<file path="src/inc/sensor_pkg.sv">
// Shared constants for the sensor clock bring-up host and device
package sensor_pkg;
  // ------------------------------------------------------------
  // Link widths
  // ------------------------------------------------------------
  localparam int AW = 9;
  localparam int DW = 16;
  localparam int NREG = 11;
  // ------------------------------------------------------------
  // Sensor register addresses
  // ------------------------------------------------------------
  localparam logic [8:0] A_COLOUR = 9'h002;
  localparam logic [8:0] A_PLL_RST = 9'h008;
  localparam logic [8:0] A_CGEN_RST = 9'h009;
  localparam logic [8:0] A_PLL_EN = 9'h010;
  localparam logic [8:0] A_PLL_CFG = 9'h011;
  localparam logic [8:0] A_LINK_CLK = 9'h014;
  localparam logic [8:0] A_LOCK_STAT = 9'h018;
  localparam logic [8:0] A_LOCK_A = 9'h01A;
  localparam logic [8:0] A_LOCK_B = 9'h01B;
  localparam logic [8:0] A_CLK_MGT = 9'h020;
  localparam logic [8:0] A_LOGIC_EN = 9'h022;
  localparam logic [8:0] A_SEQ = 9'h0C0;
  // Register file layout: entry i sits at REG_ADDR[i]
  localparam logic [NREG-1:0][8:0] REG_ADDR = {A_SEQ, A_LOGIC_EN, A_CLK_MGT,
    A_LOCK_B, A_LOCK_A, A_LINK_CLK, A_PLL_CFG, A_PLL_EN, A_CGEN_RST, A_PLL_RST, A_COLOUR};
  localparam int I_PLL_RST = 1;
  localparam int I_CGEN_RST = 2;
  localparam int I_PLL_EN = 3;
  localparam int I_LINK_CLK = 5;
  localparam int I_CLK_MGT = 8;
  localparam int I_LOGIC_EN = 9;
  localparam int I_SEQ = 10;
  // Entries reachable before any internal clock runs
  localparam logic [NREG-1:0] CM_SUBSET = 11'h1FF;
  localparam logic [NREG-1:0][15:0] REG_RESET = {16'h0000, 16'h0000, 16'h0000,
    16'h0000, 16'h0000, 16'h0000, 16'h0000, 16'h0000, 16'h0001, 16'h0001, 16'h0000};
  // ------------------------------------------------------------
  // Field positions and values
  // ------------------------------------------------------------
  localparam int LOCK_BIT = 0;
  localparam int LOGIC_CLK_BIT = 1;
  localparam int LINK_CLK_BIT = 0;
  localparam int LOGIC_EN_BIT = 0;
  localparam int SEQ_EN_BIT = 0;
  localparam logic [15:0] PAR_SEL = 16'h0002;
  localparam logic [15:0] PLL_ON = 16'h0003;
  localparam logic [15:0] PLL_BYPASS = 16'h0007;
  localparam logic [15:0] ZERO16 = 16'h0000;
  localparam logic [15:0] ONE16 = 16'h0001;
  localparam logic [15:0] CM1_S8_PLL = 16'h200C;
  localparam logic [15:0] CM1_S8_NOPLL = 16'h2008;
  localparam logic [15:0] CM1_S10_PLL = 16'h2004;
  localparam logic [15:0] CM1_S10_NOPLL = 16'h2000;
  localparam logic [15:0] CM1_PAR = 16'h200C;
  localparam logic [15:0] PLLC_S8 = 16'h210F;
  localparam logic [15:0] PLLC_S10 = 16'h2113;
  localparam logic [15:0] LDA_S8 = 16'h1180;
  localparam logic [15:0] LDA_S10 = 16'h2280;
  localparam logic [15:0] LDB_S8 = 16'hCCBC;
  localparam logic [15:0] LDB_S10 = 16'h3D2D;
  localparam logic [15:0] CM2_S8_PLL = 16'h200E;
  localparam logic [15:0] CM2_S8_NOPLL = 16'h200A;
  localparam logic [15:0] CM2_S10_PLL = 16'h2006;
  localparam logic [15:0] CM2_S10_NOPLL = 16'h2002;
  localparam logic [15:0] CM2_PAR = 16'h200E;
  // ------------------------------------------------------------
  // Modes, states, timing, host registers
  // ------------------------------------------------------------
  typedef enum logic [2:0] {M_S8_PLL, M_S8_NOPLL, M_S10_PLL, M_S10_NOPLL, M_PAR10} out_mode_t;
  typedef enum logic [2:0] {ST_LP_STBY, ST_STBY1, ST_STBY2, ST_IDLE, ST_RUN} dev_state_t;
  localparam int CLK_MHZ = 100;
  localparam int T_RST_WAIT_US = 10;
  localparam int RST_WAIT_CYC = T_RST_WAIT_US * CLK_MHZ;
  localparam int CLK_SETTLE_CYC = 16;
  localparam int LOCK_CYC = 64;
  localparam logic [11:0] CTRL_OFS = 12'h000;
  localparam logic [11:0] STATUS_OFS = 12'h004;
  localparam int C_START = 0;
  localparam int C_MODE_LSB = 1;
  localparam int C_COLOUR = 4;
  localparam int S_DONE = 4;
  localparam int S_ERR = 5;
  localparam int S_BUSY = 6;
endpackage : sensor_pkg

</file>
<file path="src/inc/sensor_link_if.sv">
// Register-upload link between bring-up host and sensor clock logic
`timescale 1ns/1ps
interface sensor_link_if;
  logic clk_run;
  logic chip_rst_n;
  logic req;
  logic we;
  logic [8:0] addr;
  logic [15:0] wdata;
  logic ack;
  logic err;
  logic [15:0] rdata;
  modport host (output clk_run, chip_rst_n, req, we, addr, wdata, input ack, err, rdata);
  modport sensor (input clk_run, chip_rst_n, req, we, addr, wdata, output ack, err, rdata);
endinterface : sensor_link_if

</file>
<file path="src/sensor_bringup_host.sv">
// Bring-up host: power-up timing and clock management uploads
`timescale 1ns/1ps
// Contract
// - standby two: logic clock, all registers open
// - idle: all blocks on except sequencer
// - running grabs in configured shutter mode
// - clock after supplies, reset after clock
// - wait 10 us after reset release
// - bring-up clock is PLL ref or link
// - phase one list chosen by mode, ordered
// - link clock runs in non-PLL serial modes
// - parallel mode bypasses PLL, uses reference
// - PLL lock flag polled before phase two
// - no lock poll for parallel or non-PLL
// - first write address 2 colour selection
// - 8-bit PLL phase one values
// - 10-bit PLL phase one values
// - 8-bit no-PLL: 32=0x2008, 20=0x0001
// - 10-bit no-PLL: 32=0x2000, 20=0x0001
// - parallel: 32, 20, then 16=0x0007
// - release PLL reset before enabling PLL
// - phase two: 9, then 32, then 34
// - logic clock value depends on mode
// - phase two strictly in order
// - low power standby: clock registers only
// - standby one: source clock, no logic clock
module sensor_bringup_host (
  input wire logic pclk,
  input wire logic presetn,
  input wire logic psel,
  input wire logic penable,
  input wire logic pwrite,
  input wire logic [11:0] paddr,
  input wire logic [31:0] pwdata,
  output logic [31:0] prdata,
  output logic pready,
  output logic pslverr,
  input wire logic supply_ok,
  sensor_link_if.host link
);
  typedef enum logic [3:0] {
    H_IDLE, H_SUPPLY, H_SETTLE, H_RSTWAIT, H_P1, H_POLL, H_P2, H_DONE
  } hstate_t;

  typedef struct packed {
    logic last;
    logic [8:0] addr;
    logic [15:0] data;
  } upl_t;

  typedef struct packed {
    hstate_t st;
    sensor_pkg::out_mode_t mode;
    logic colour;
    logic [9:0] cnt;
    logic [3:0] idx;
    logic sup_s1;
    logic sup_s2;
    logic clk_run;
    logic rst_n;
    logic req;
    logic we;
    logic [8:0] addr;
    logic [15:0] wdata;
    logic done;
    logic err;
    logic pready;
    logic pslverr;
    logic [31:0] prdata;
  } hst_t;

  hst_t q;
  hst_t n;
  upl_t u;
  logic wr_take;
  logic pll_mode;

  // ------------------------------------------------------------
  // Upload tables
  // ------------------------------------------------------------
  function automatic upl_t p1_entry(input sensor_pkg::out_mode_t m, input logic col,
                                    input logic [3:0] i);
    upl_t e;
    logic s8;
    e = '{last: 1'b0, addr: sensor_pkg::A_COLOUR, data: {15'h0000, col}};
    s8 = m == sensor_pkg::M_S8_PLL;
    if (i == 4'h0) begin
      if (m == sensor_pkg::M_PAR10) begin
        e.data = sensor_pkg::PAR_SEL | {15'h0000, col};
      end
    end else if (m == sensor_pkg::M_S8_PLL || m == sensor_pkg::M_S10_PLL) begin
      case (i)
        4'h1: e = '{1'b0, sensor_pkg::A_CLK_MGT, s8 ? sensor_pkg::CM1_S8_PLL
                                                  : sensor_pkg::CM1_S10_PLL};
        4'h2: e = '{1'b0, sensor_pkg::A_LINK_CLK, sensor_pkg::ZERO16};
        4'h3: e = '{1'b0, sensor_pkg::A_PLL_CFG, s8 ? sensor_pkg::PLLC_S8
                                                 : sensor_pkg::PLLC_S10};
        4'h4: e = '{1'b0, sensor_pkg::A_LOCK_A, s8 ? sensor_pkg::LDA_S8
                                                : sensor_pkg::LDA_S10};
        4'h5: e = '{1'b0, sensor_pkg::A_LOCK_B, s8 ? sensor_pkg::LDB_S8
                                                : sensor_pkg::LDB_S10};
        4'h6: e = '{1'b0, sensor_pkg::A_PLL_RST, sensor_pkg::ZERO16};
        default: e = '{1'b1, sensor_pkg::A_PLL_EN, sensor_pkg::PLL_ON};
      endcase
    end else if (m == sensor_pkg::M_PAR10) begin
      case (i)
        4'h1: e = '{1'b0, sensor_pkg::A_CLK_MGT, sensor_pkg::CM1_PAR};
        4'h2: e = '{1'b0, sensor_pkg::A_LINK_CLK, sensor_pkg::ZERO16};
        default: e = '{1'b1, sensor_pkg::A_PLL_EN, sensor_pkg::PLL_BYPASS};
      endcase
    end else begin
      case (i)
        4'h1: e = '{1'b0, sensor_pkg::A_CLK_MGT, m == sensor_pkg::M_S8_NOPLL
              ? sensor_pkg::CM1_S8_NOPLL : sensor_pkg::CM1_S10_NOPLL};
        default: e = '{1'b1, sensor_pkg::A_LINK_CLK, sensor_pkg::ONE16};
      endcase
    end
    return e;
  endfunction : p1_entry

  function automatic upl_t p2_entry(input sensor_pkg::out_mode_t m, input logic [3:0] i);
    upl_t e;
    logic [15:0] v;
    case (m)
      sensor_pkg::M_S8_PLL: v = sensor_pkg::CM2_S8_PLL;
      sensor_pkg::M_S8_NOPLL: v = sensor_pkg::CM2_S8_NOPLL;
      sensor_pkg::M_S10_PLL: v = sensor_pkg::CM2_S10_PLL;
      sensor_pkg::M_S10_NOPLL: v = sensor_pkg::CM2_S10_NOPLL;
      default: v = sensor_pkg::CM2_PAR;
    endcase
    case (i)
      4'h0: e = '{1'b0, sensor_pkg::A_CGEN_RST, sensor_pkg::ZERO16};
      4'h1: e = '{1'b0, sensor_pkg::A_CLK_MGT, v};
      default: e = '{1'b1, sensor_pkg::A_LOGIC_EN, sensor_pkg::ONE16};
    endcase
    return e;
  endfunction : p2_entry

  // ------------------------------------------------------------
  // Next state
  // ------------------------------------------------------------
  always_comb begin
    n = q;
    n.sup_s1 = supply_ok;
    n.sup_s2 = q.sup_s1;
    pll_mode = q.mode == sensor_pkg::M_S8_PLL || q.mode == sensor_pkg::M_S10_PLL;
    u = q.st == H_P2 ? p2_entry(q.mode, q.idx) : p1_entry(q.mode, q.colour, q.idx);
    wr_take = psel && penable && q.pready && pwrite && paddr == sensor_pkg::CTRL_OFS;
    // APB slave: one wait state, then pready for a single cycle
    n.pready = psel && penable && !q.pready;
    n.pslverr = 1'b0;
    n.prdata = 32'h0000_0000;
    if (psel && penable && !q.pready) begin
      if (paddr == sensor_pkg::CTRL_OFS) begin
        n.prdata = {27'h0000000, q.colour, q.mode, 1'b0};
      end else if (paddr == sensor_pkg::STATUS_OFS) begin
        n.prdata = {25'h0000000, q.st != H_IDLE && q.st != H_DONE, q.err, q.done, q.st};
      end else begin
        n.pslverr = 1'b1;
      end
    end
    case (q.st)
      H_IDLE, H_DONE: begin
        if (wr_take && pwdata[sensor_pkg::C_START]) begin
          n.done = 1'b0;
          n.err = 1'b0;
          n.colour = pwdata[sensor_pkg::C_COLOUR];
          n.mode = sensor_pkg::out_mode_t'(pwdata[sensor_pkg::C_MODE_LSB +: 3]);
          if (pwdata[sensor_pkg::C_MODE_LSB +: 3] > 3'h4) begin
            n.err = 1'b1;
          end else begin
            n.st = H_SUPPLY;
            n.clk_run = 1'b0;
            n.rst_n = 1'b0;
          end
        end
      end
      H_SUPPLY: begin
        if (q.sup_s2) begin
          n.clk_run = 1'b1;
          n.cnt = 10'h000;
          n.st = H_SETTLE;
        end
      end
      H_SETTLE: begin
        n.cnt = q.cnt + 10'h001;
        if (q.cnt == 10'(sensor_pkg::CLK_SETTLE_CYC - 1)) begin
          n.rst_n = 1'b1;
          n.cnt = 10'h000;
          n.st = H_RSTWAIT;
        end
      end
      H_RSTWAIT: begin
        n.cnt = q.cnt + 10'h001;
        if (q.cnt == 10'(sensor_pkg::RST_WAIT_CYC - 1)) begin
          n.idx = 4'h0;
          n.st = H_P1;
        end
      end
      H_P1, H_POLL, H_P2: begin
        if (q.req) begin
          if (link.ack) begin
            n.req = 1'b0;
            if (link.err) begin
              n.err = 1'b1;
              n.st = H_IDLE;
            end else if (q.st == H_POLL) begin
              if (link.rdata[sensor_pkg::LOCK_BIT]) begin
                n.idx = 4'h0;
                n.st = H_P2;
              end
            end else if (!u.last) begin
              n.idx = q.idx + 4'h1;
            end else if (q.st == H_P2) begin
              n.done = 1'b1;
              n.st = H_DONE;
            end else begin
              n.idx = 4'h0;
              n.st = pll_mode ? H_POLL : H_P2;
            end
          end
        end else begin
          n.req = 1'b1;
          n.we = q.st != H_POLL;
          n.addr = q.st == H_POLL ? sensor_pkg::A_LOCK_STAT : u.addr;
          n.wdata = q.st == H_POLL ? sensor_pkg::ZERO16 : u.data;
        end
      end
      default: n.st = H_IDLE;
    endcase
  end

  always_ff @(posedge pclk or negedge presetn) begin
    if (!presetn) begin
      q <= '0;
    end else begin
      q <= n;
    end
  end

  assign prdata = q.prdata;
  assign pready = q.pready;
  assign pslverr = q.pslverr;
  assign link.clk_run = q.clk_run;
  assign link.chip_rst_n = q.rst_n;
  assign link.req = q.req;
  assign link.we = q.we;
  assign link.addr = q.addr;
  assign link.wdata = q.wdata;
endmodule : sensor_bringup_host

</file>
<file path="src/flat_wrapper.sv">
// flat-port wrapper written by rule: the top's interface ports become plain ports
module sensor_bringup_host_flat 
  (pclk, presetn, psel, penable, pwrite, paddr, pwdata, prdata, pready, pslverr, supply_ok, link_clk_run, link_chip_rst_n, link_req, link_we, link_addr, link_wdata, link_ack, link_err, link_rdata);
  sensor_link_if link_i ();
  input wire logic pclk;
  input wire logic presetn;
  input wire logic psel;
  input wire logic penable;
  input wire logic pwrite;
  input wire logic [11:0] paddr;
  input wire logic [31:0] pwdata;
  output logic [31:0] prdata;
  output logic pready;
  output logic pslverr;
  input wire logic supply_ok;
  output wire logic [$bits(link_i.clk_run)-1:0] link_clk_run;
  output wire logic [$bits(link_i.chip_rst_n)-1:0] link_chip_rst_n;
  output wire logic [$bits(link_i.req)-1:0] link_req;
  output wire logic [$bits(link_i.we)-1:0] link_we;
  output wire logic [$bits(link_i.addr)-1:0] link_addr;
  output wire logic [$bits(link_i.wdata)-1:0] link_wdata;
  input wire logic [$bits(link_i.ack)-1:0] link_ack;
  input wire logic [$bits(link_i.err)-1:0] link_err;
  input wire logic [$bits(link_i.rdata)-1:0] link_rdata;
  assign link_clk_run = link_i.clk_run;
  assign link_chip_rst_n = link_i.chip_rst_n;
  assign link_req = link_i.req;
  assign link_we = link_i.we;
  assign link_addr = link_i.addr;
  assign link_wdata = link_i.wdata;
  assign link_i.ack = link_ack;
  assign link_i.err = link_err;
  assign link_i.rdata = link_rdata;
  sensor_bringup_host u_core (.pclk(pclk), .presetn(presetn), .psel(psel), .penable(penable), .pwrite(pwrite), .paddr(paddr), .pwdata(pwdata), .prdata(prdata), .pready(pready), .pslverr(pslverr), .supply_ok(supply_ok), .link(link_i));
endmodule
</file>
<file path="config.mk">
export PLATFORM = sky130hd
export DESIGN_NAME = sensor_bringup_host_flat
export DESIGN_NICKNAME = d
export VERILOG_FILES = /design/src/inc/sensor_pkg.sv /design/src/inc/sensor_link_if.sv /design/src/sensor_bringup_host.sv /design/src/flat_wrapper.sv
export SDC_FILE = /design/constraint.sdc
export NUM_CORES = 1
export LEC_CHECK = 0
export BUFFER_PORTS_ARGS = -buffer_cell sky130_fd_sc_hd__buf_2
export CAP_MARGIN = 10
export CORE_ASPECT_RATIO = 1.25
export CORE_MARGIN = 3
export CORE_UTILIZATION = 25
export CTS_CLUSTER_SIZE = 16
export DETAILED_ROUTE_END_ITERATION = 10
export SYNTH_ARGS = -nofsm -noshare
export SYNTH_HDL_FRONTEND = slang
export SYNTH_SLANG_ARGS = --single-unit
</file>
<file path="constraint.sdc">
create_clock -name pclk -period 5.5 [get_ports pclk]
set_input_delay 0.55 -clock pclk [delete_from_list [all_inputs] [get_ports pclk]]
set_output_delay 0.55 -clock pclk [all_outputs]
set_load 0.005 [all_outputs]
</file>
==> results list <==
- Transition time at the pin with the least slew margin: 0.7538 ns
* Number of buffer cells added on primary ports: 59
* Number of enable flip-flop cells after synthesis: 0
- Summing the areas of all and, or, nand and nor instances in the mapped netlist gives 19.03% of the synthesized area.
* Clock-pin transition on the worst setup and hold timing paths: 0.07 ns
* Leading area contributor after synthesis: sky130_fd_sc_hd__dfrtp_1
* Post-layout utilization of the core: 27.78%
- The number of global-route vias before repair was 2695.
- Classification of the worst-slack hold path: reg -> reg
* Routability congestion estimate: 0.8697
- Flip-flop and latch count after synthesis: 56
- Global-route track usage on met1: 11.41%
- A synthesized cell averages 8.730 um2.
- Setup violations remaining at the end of the flow were counted as 0.
- Gates resized during post-CTS repair numbered 0.
* Number of DRC markers after the initial detailed-route iteration: 164
* Number of filler cells placed in the layout: 1448
* Final setup skew: 0.009833 ns
* Library cells used by synthesis: 60
- The worst path uses 47.16% of the clock period.
- Setup repair after global routing left no endpoint under its margin.
* R2r worst-path depth: 6
- The analysis attributes to cell leakage a power of 1.759 nW.
- Drt wl/cell: 13.25 um
* Crit. End Element: flip-flop
- Library cell used as clock root buffer: sky130_fd_sc_hd__clkbuf_16
* Dominant combinational cell family by area after synthesis: simple AND/OR/NAND/NOR gates
- The first global-routing pass estimated 13010 um of wire.
- Of the post-synthesis cell area, the dominant cell type holds 40.43%.
- The area growth from synthesis to layout is 7.473%.
- Largest net degree at the start of global routing: 57
- Counting instances in the post-synthesis netlist gives the leading cell types as sky130_fd_sc_hd__buf_4 (57), sky130_fd_sc_hd__dfrtp_1 (56), sky130_fd_sc_hd__nand2_1 (39), sky130_fd_sc_hd__nor2_1 (30), sky130_fd_sc_hd__o21ai_0 (27).
* Final total negative setup slack: 0 ns
- Data required time at the worst endpoint: 5.68 ns
- For this configuration, the core starts out at a cell density of 25.85%.
- Number of remaining DRC errors: 0
- Summed over all layers, the routed wires come to 7792 um.
- Of the total synthesized cell area, the portion taken by XOR and XNOR cells is 0.7581%.
- Counting every sink on the clock net gives 56.
* Final-stage net count: 489
- Sequential cell area fraction in the yosys report: 40.43%
- For this run, the leading register cell type out of synthesis is sky130_fd_sc_hd__dfrtp_1.
* Share of flip-flops with an asynchronous set or reset after synthesis: 100.0%
* Die X: 111.3 um
- Global route hottest layer: met2
- Remaining max-slew budget at the tightest pin: 49.21%
- Highest clock frequency the design can meet: 385.5 MHz
- In the final layout, the share of cells above drive strength 1 is 18.47%.
- The clock passes through at most 2 buffers.
- The H-tree generated during clock tree synthesis spans 2 levels.
- After layout, the design draws a total of 0.7662 mW.
* Total area of multi-input combinational cells: 1615 um2
- Final global-route overflow total: 0
- Most used standard cell by instance count after synthesis: sky130_fd_sc_hd__buf_4
- The repair_antennas step left the layout with diodes totalling 0.
- Of the total synthesized cell area, the portion taken by full adders, half adders and majority gates is 1.805%.
- In this run the core area contains 47 standard-cell rows.
- STA classifies the critical path startpoint as a flip-flop.
- The die covers 15320 um2.
- Final Max Tran Viols: 0
* Clock period minus final worst setup slack: 2.594 ns
* IR drop worst, VDD: 0.1037 mV
* Largest cells by area after synthesis: sky130_fd_sc_hd__dfrtp_1 (40%), sky130_fd_sc_hd__buf_4 (12%), sky130_fd_sc_hd__nand2_1 (4.2%)
- Post-CTS timing repair inserted 0 buffers for setup.
- Global-route met2 utilization: 18.14%
* Number of placed instances with taps included: 580
- YS warnings: 0
* Total clock buffers created by CTS: 5
- Antenna-violating nets left: 0
- After legalization and detailed placement, the total HPWL measured 5850 um.
- In this run the worst path has a maximum fanout of 21.
- Number of optimization iterations in the first detailed-route pass: 4
- Post-layout instance count excluding filler cells: 588
- CTS tree: yes
* Worst Path Arrival: 2.77 ns
- In this run, post-CTS hold repair placed 0 buffers.
- For this run, global-route usage on met3 was measured as 3.032%.
* Initial antenna violation count: 1
- After technology mapping, the gate count stands at 397.
- Total routing resource utilization after global routing: 10.30%
- The sequential cells in the finished layout cover a total of 1401 um2.
- Number of top-level pins: 131
* Core Footprint: 13410 um2
- Vias per cell: 4.753
- The run finished with clean final reports.
- The worst hold path was traced through 0 stages.
- By startpoint and endpoint, the worst setup path is classified as reg -> reg.
- At the later pin of the worst-skew pair, clock insertion delay measures 0.29 ns.
* Mapped Area: 3466 um2
- Multiplexer cells account for 3.430% of the synthesized area.
* Number of endpoints with negative hold slack in the final report: 0
- Synth Area in Compound Gates: 18.45%
- Die boundary height: 137.6 um
- Total via count in the routed design: 2795
* Max-cap check violation count: 0
* Total power divided by cell area: 205.7 nW/um2
state kept, by name, summed over array words and instances, names as in the netlist:
name and flops:
u_core.q 24, u_core.link.we 1, u_core.prdata 7, u_core.pready 1, u_core.link.req 1, u_core.link.clk_run 1
u_core.link.wdata 12, u_core.n 1, u_core.pslverr 1, u_core.link.chip_rst_n 1, u_core.link.addr 6
per-layer routing:
metal	share of wire, %	wire length [um]
met2	51	3940
met4	2.8	221
met5	0.17	13
met1	40	3149
met3	6.0	467
final cells by class:
cell class	count	share of cell area (%)
repair buffers	60	8.129
multi-input cells	282	43.37
clock buffers	7	3.829
inverters	11	1.108
clock inverters	1	0.2015
well taps	171	5.744
flip-flops and latches	56	37.62
per-stage QoR:
| step | area, um2 | hold slack (ns) | worst slack, ns |
|---|---|---|---|
| floorplan | 3571 | 0.2544 | 3.282 |
| global placement | 3575 | 0.3347 | 2.958 |
| detailed placement | 3575 | 0.3363 | 2.945 |
| CTS | 3725 | 0.3528 | 2.935 |
| global route | 3725 | 0.3598 | 2.749 |
| finish | 3725 | 0.3531 | 2.906 |
final timing paths:
path	startpoint	endpoint	slack, ns
max reg2reg	u_core.q[85]	u_core.q[85]	2.91
min in group asynchronous	presetn	u_core.q[84]	0.38
min reg2reg	u_core.n[65]	u_core.q[65]	0.35
max	u_core.q[85]	u_core.q[85]	2.91
max in group asynchronous	presetn	u_core.q[76]	4.64
min	u_core.n[65]	u_core.q[65]	0.35
cells by family (layout without fill, tap and decap cells):
kind of cell	Yosys count	count (layout)
multiplexers	11	11
other	1	29
adder cells (fa/ha/maj)	5	5
flip-flops	56	56
AND/OR/NAND/NOR	135	135
XOR/XNOR	3	3
AO/OA/AOI/OAI	99	99
buffers and inverters	87	79
where the power goes:
group	internal [mW]	switching, mW	total (mW)
Combinational	0.00920	0.0193	0.0285
Sequential	0.413	0.000851	0.414
Clock	0.182	0.142	0.324
Total	0.604	0.162	0.766
cells in the final DEF (no fill, tap or decap), types with 2 or more instances in the layout:
cell type,instances
sky130_fd_sc_hd__mux2_2,5
sky130_fd_sc_hd__nand3_1,14
sky130_fd_sc_hd__o31a_1,2
sky130_fd_sc_hd__nand2_1,39
sky130_fd_sc_hd__a21oi_1,19
sky130_fd_sc_hd__dfrtp_1,56
sky130_fd_sc_hd__a22oi_1,2
sky130_fd_sc_hd__a32o_1,3
sky130_fd_sc_hd__ha_1,5
sky130_fd_sc_hd__conb_1,29
sky130_fd_sc_hd__mux2_1,2
sky130_fd_sc_hd__o21ai_1,8
sky130_fd_sc_hd__and2_1,4
sky130_fd_sc_hd__o21a_1,2
sky130_fd_sc_hd__nor4_1,2
sky130_fd_sc_hd__a22o_1,6
sky130_fd_sc_hd__a211oi_1,3
sky130_fd_sc_hd__and3_1,7
sky130_fd_sc_hd__nor3_1,13
sky130_fd_sc_hd__o211ai_1,4
sky130_fd_sc_hd__buf_2,59
sky130_fd_sc_hd__nor2b_1,3
sky130_fd_sc_hd__xor2_1,2
sky130_fd_sc_hd__inv_1,10
sky130_fd_sc_hd__clkbuf_16,5
sky130_fd_sc_hd__or2_2,2
sky130_fd_sc_hd__mux2i_1,4
sky130_fd_sc_hd__nand3b_1,2
sky130_fd_sc_hd__nand2b_1,8
sky130_fd_sc_hd__a31oi_1,5
sky130_fd_sc_hd__o31ai_1,4
sky130_fd_sc_hd__o21ai_0,27
sky130_fd_sc_hd__o22ai_1,3
sky130_fd_sc_hd__nor2_1,30
sky130_fd_sc_hd__nand4b_1,2
worst max-delay path, cell delays in order, from the launching register on:
cell and delay (ns):
sky130_fd_sc_hd__dfrtp_1 0.73, sky130_fd_sc_hd__nand3b_1 0.40, sky130_fd_sc_hd__a21boi_1 0.47, sky130_fd_sc_hd__a311o_1 0.30, sky130_fd_sc_hd__nor2_1 0.06, sky130_fd_sc_hd__nor2_1 0.17
sky130_fd_sc_hd__mux2_1 0.34
Note: power is estimated with default switching activity, not from simulation.
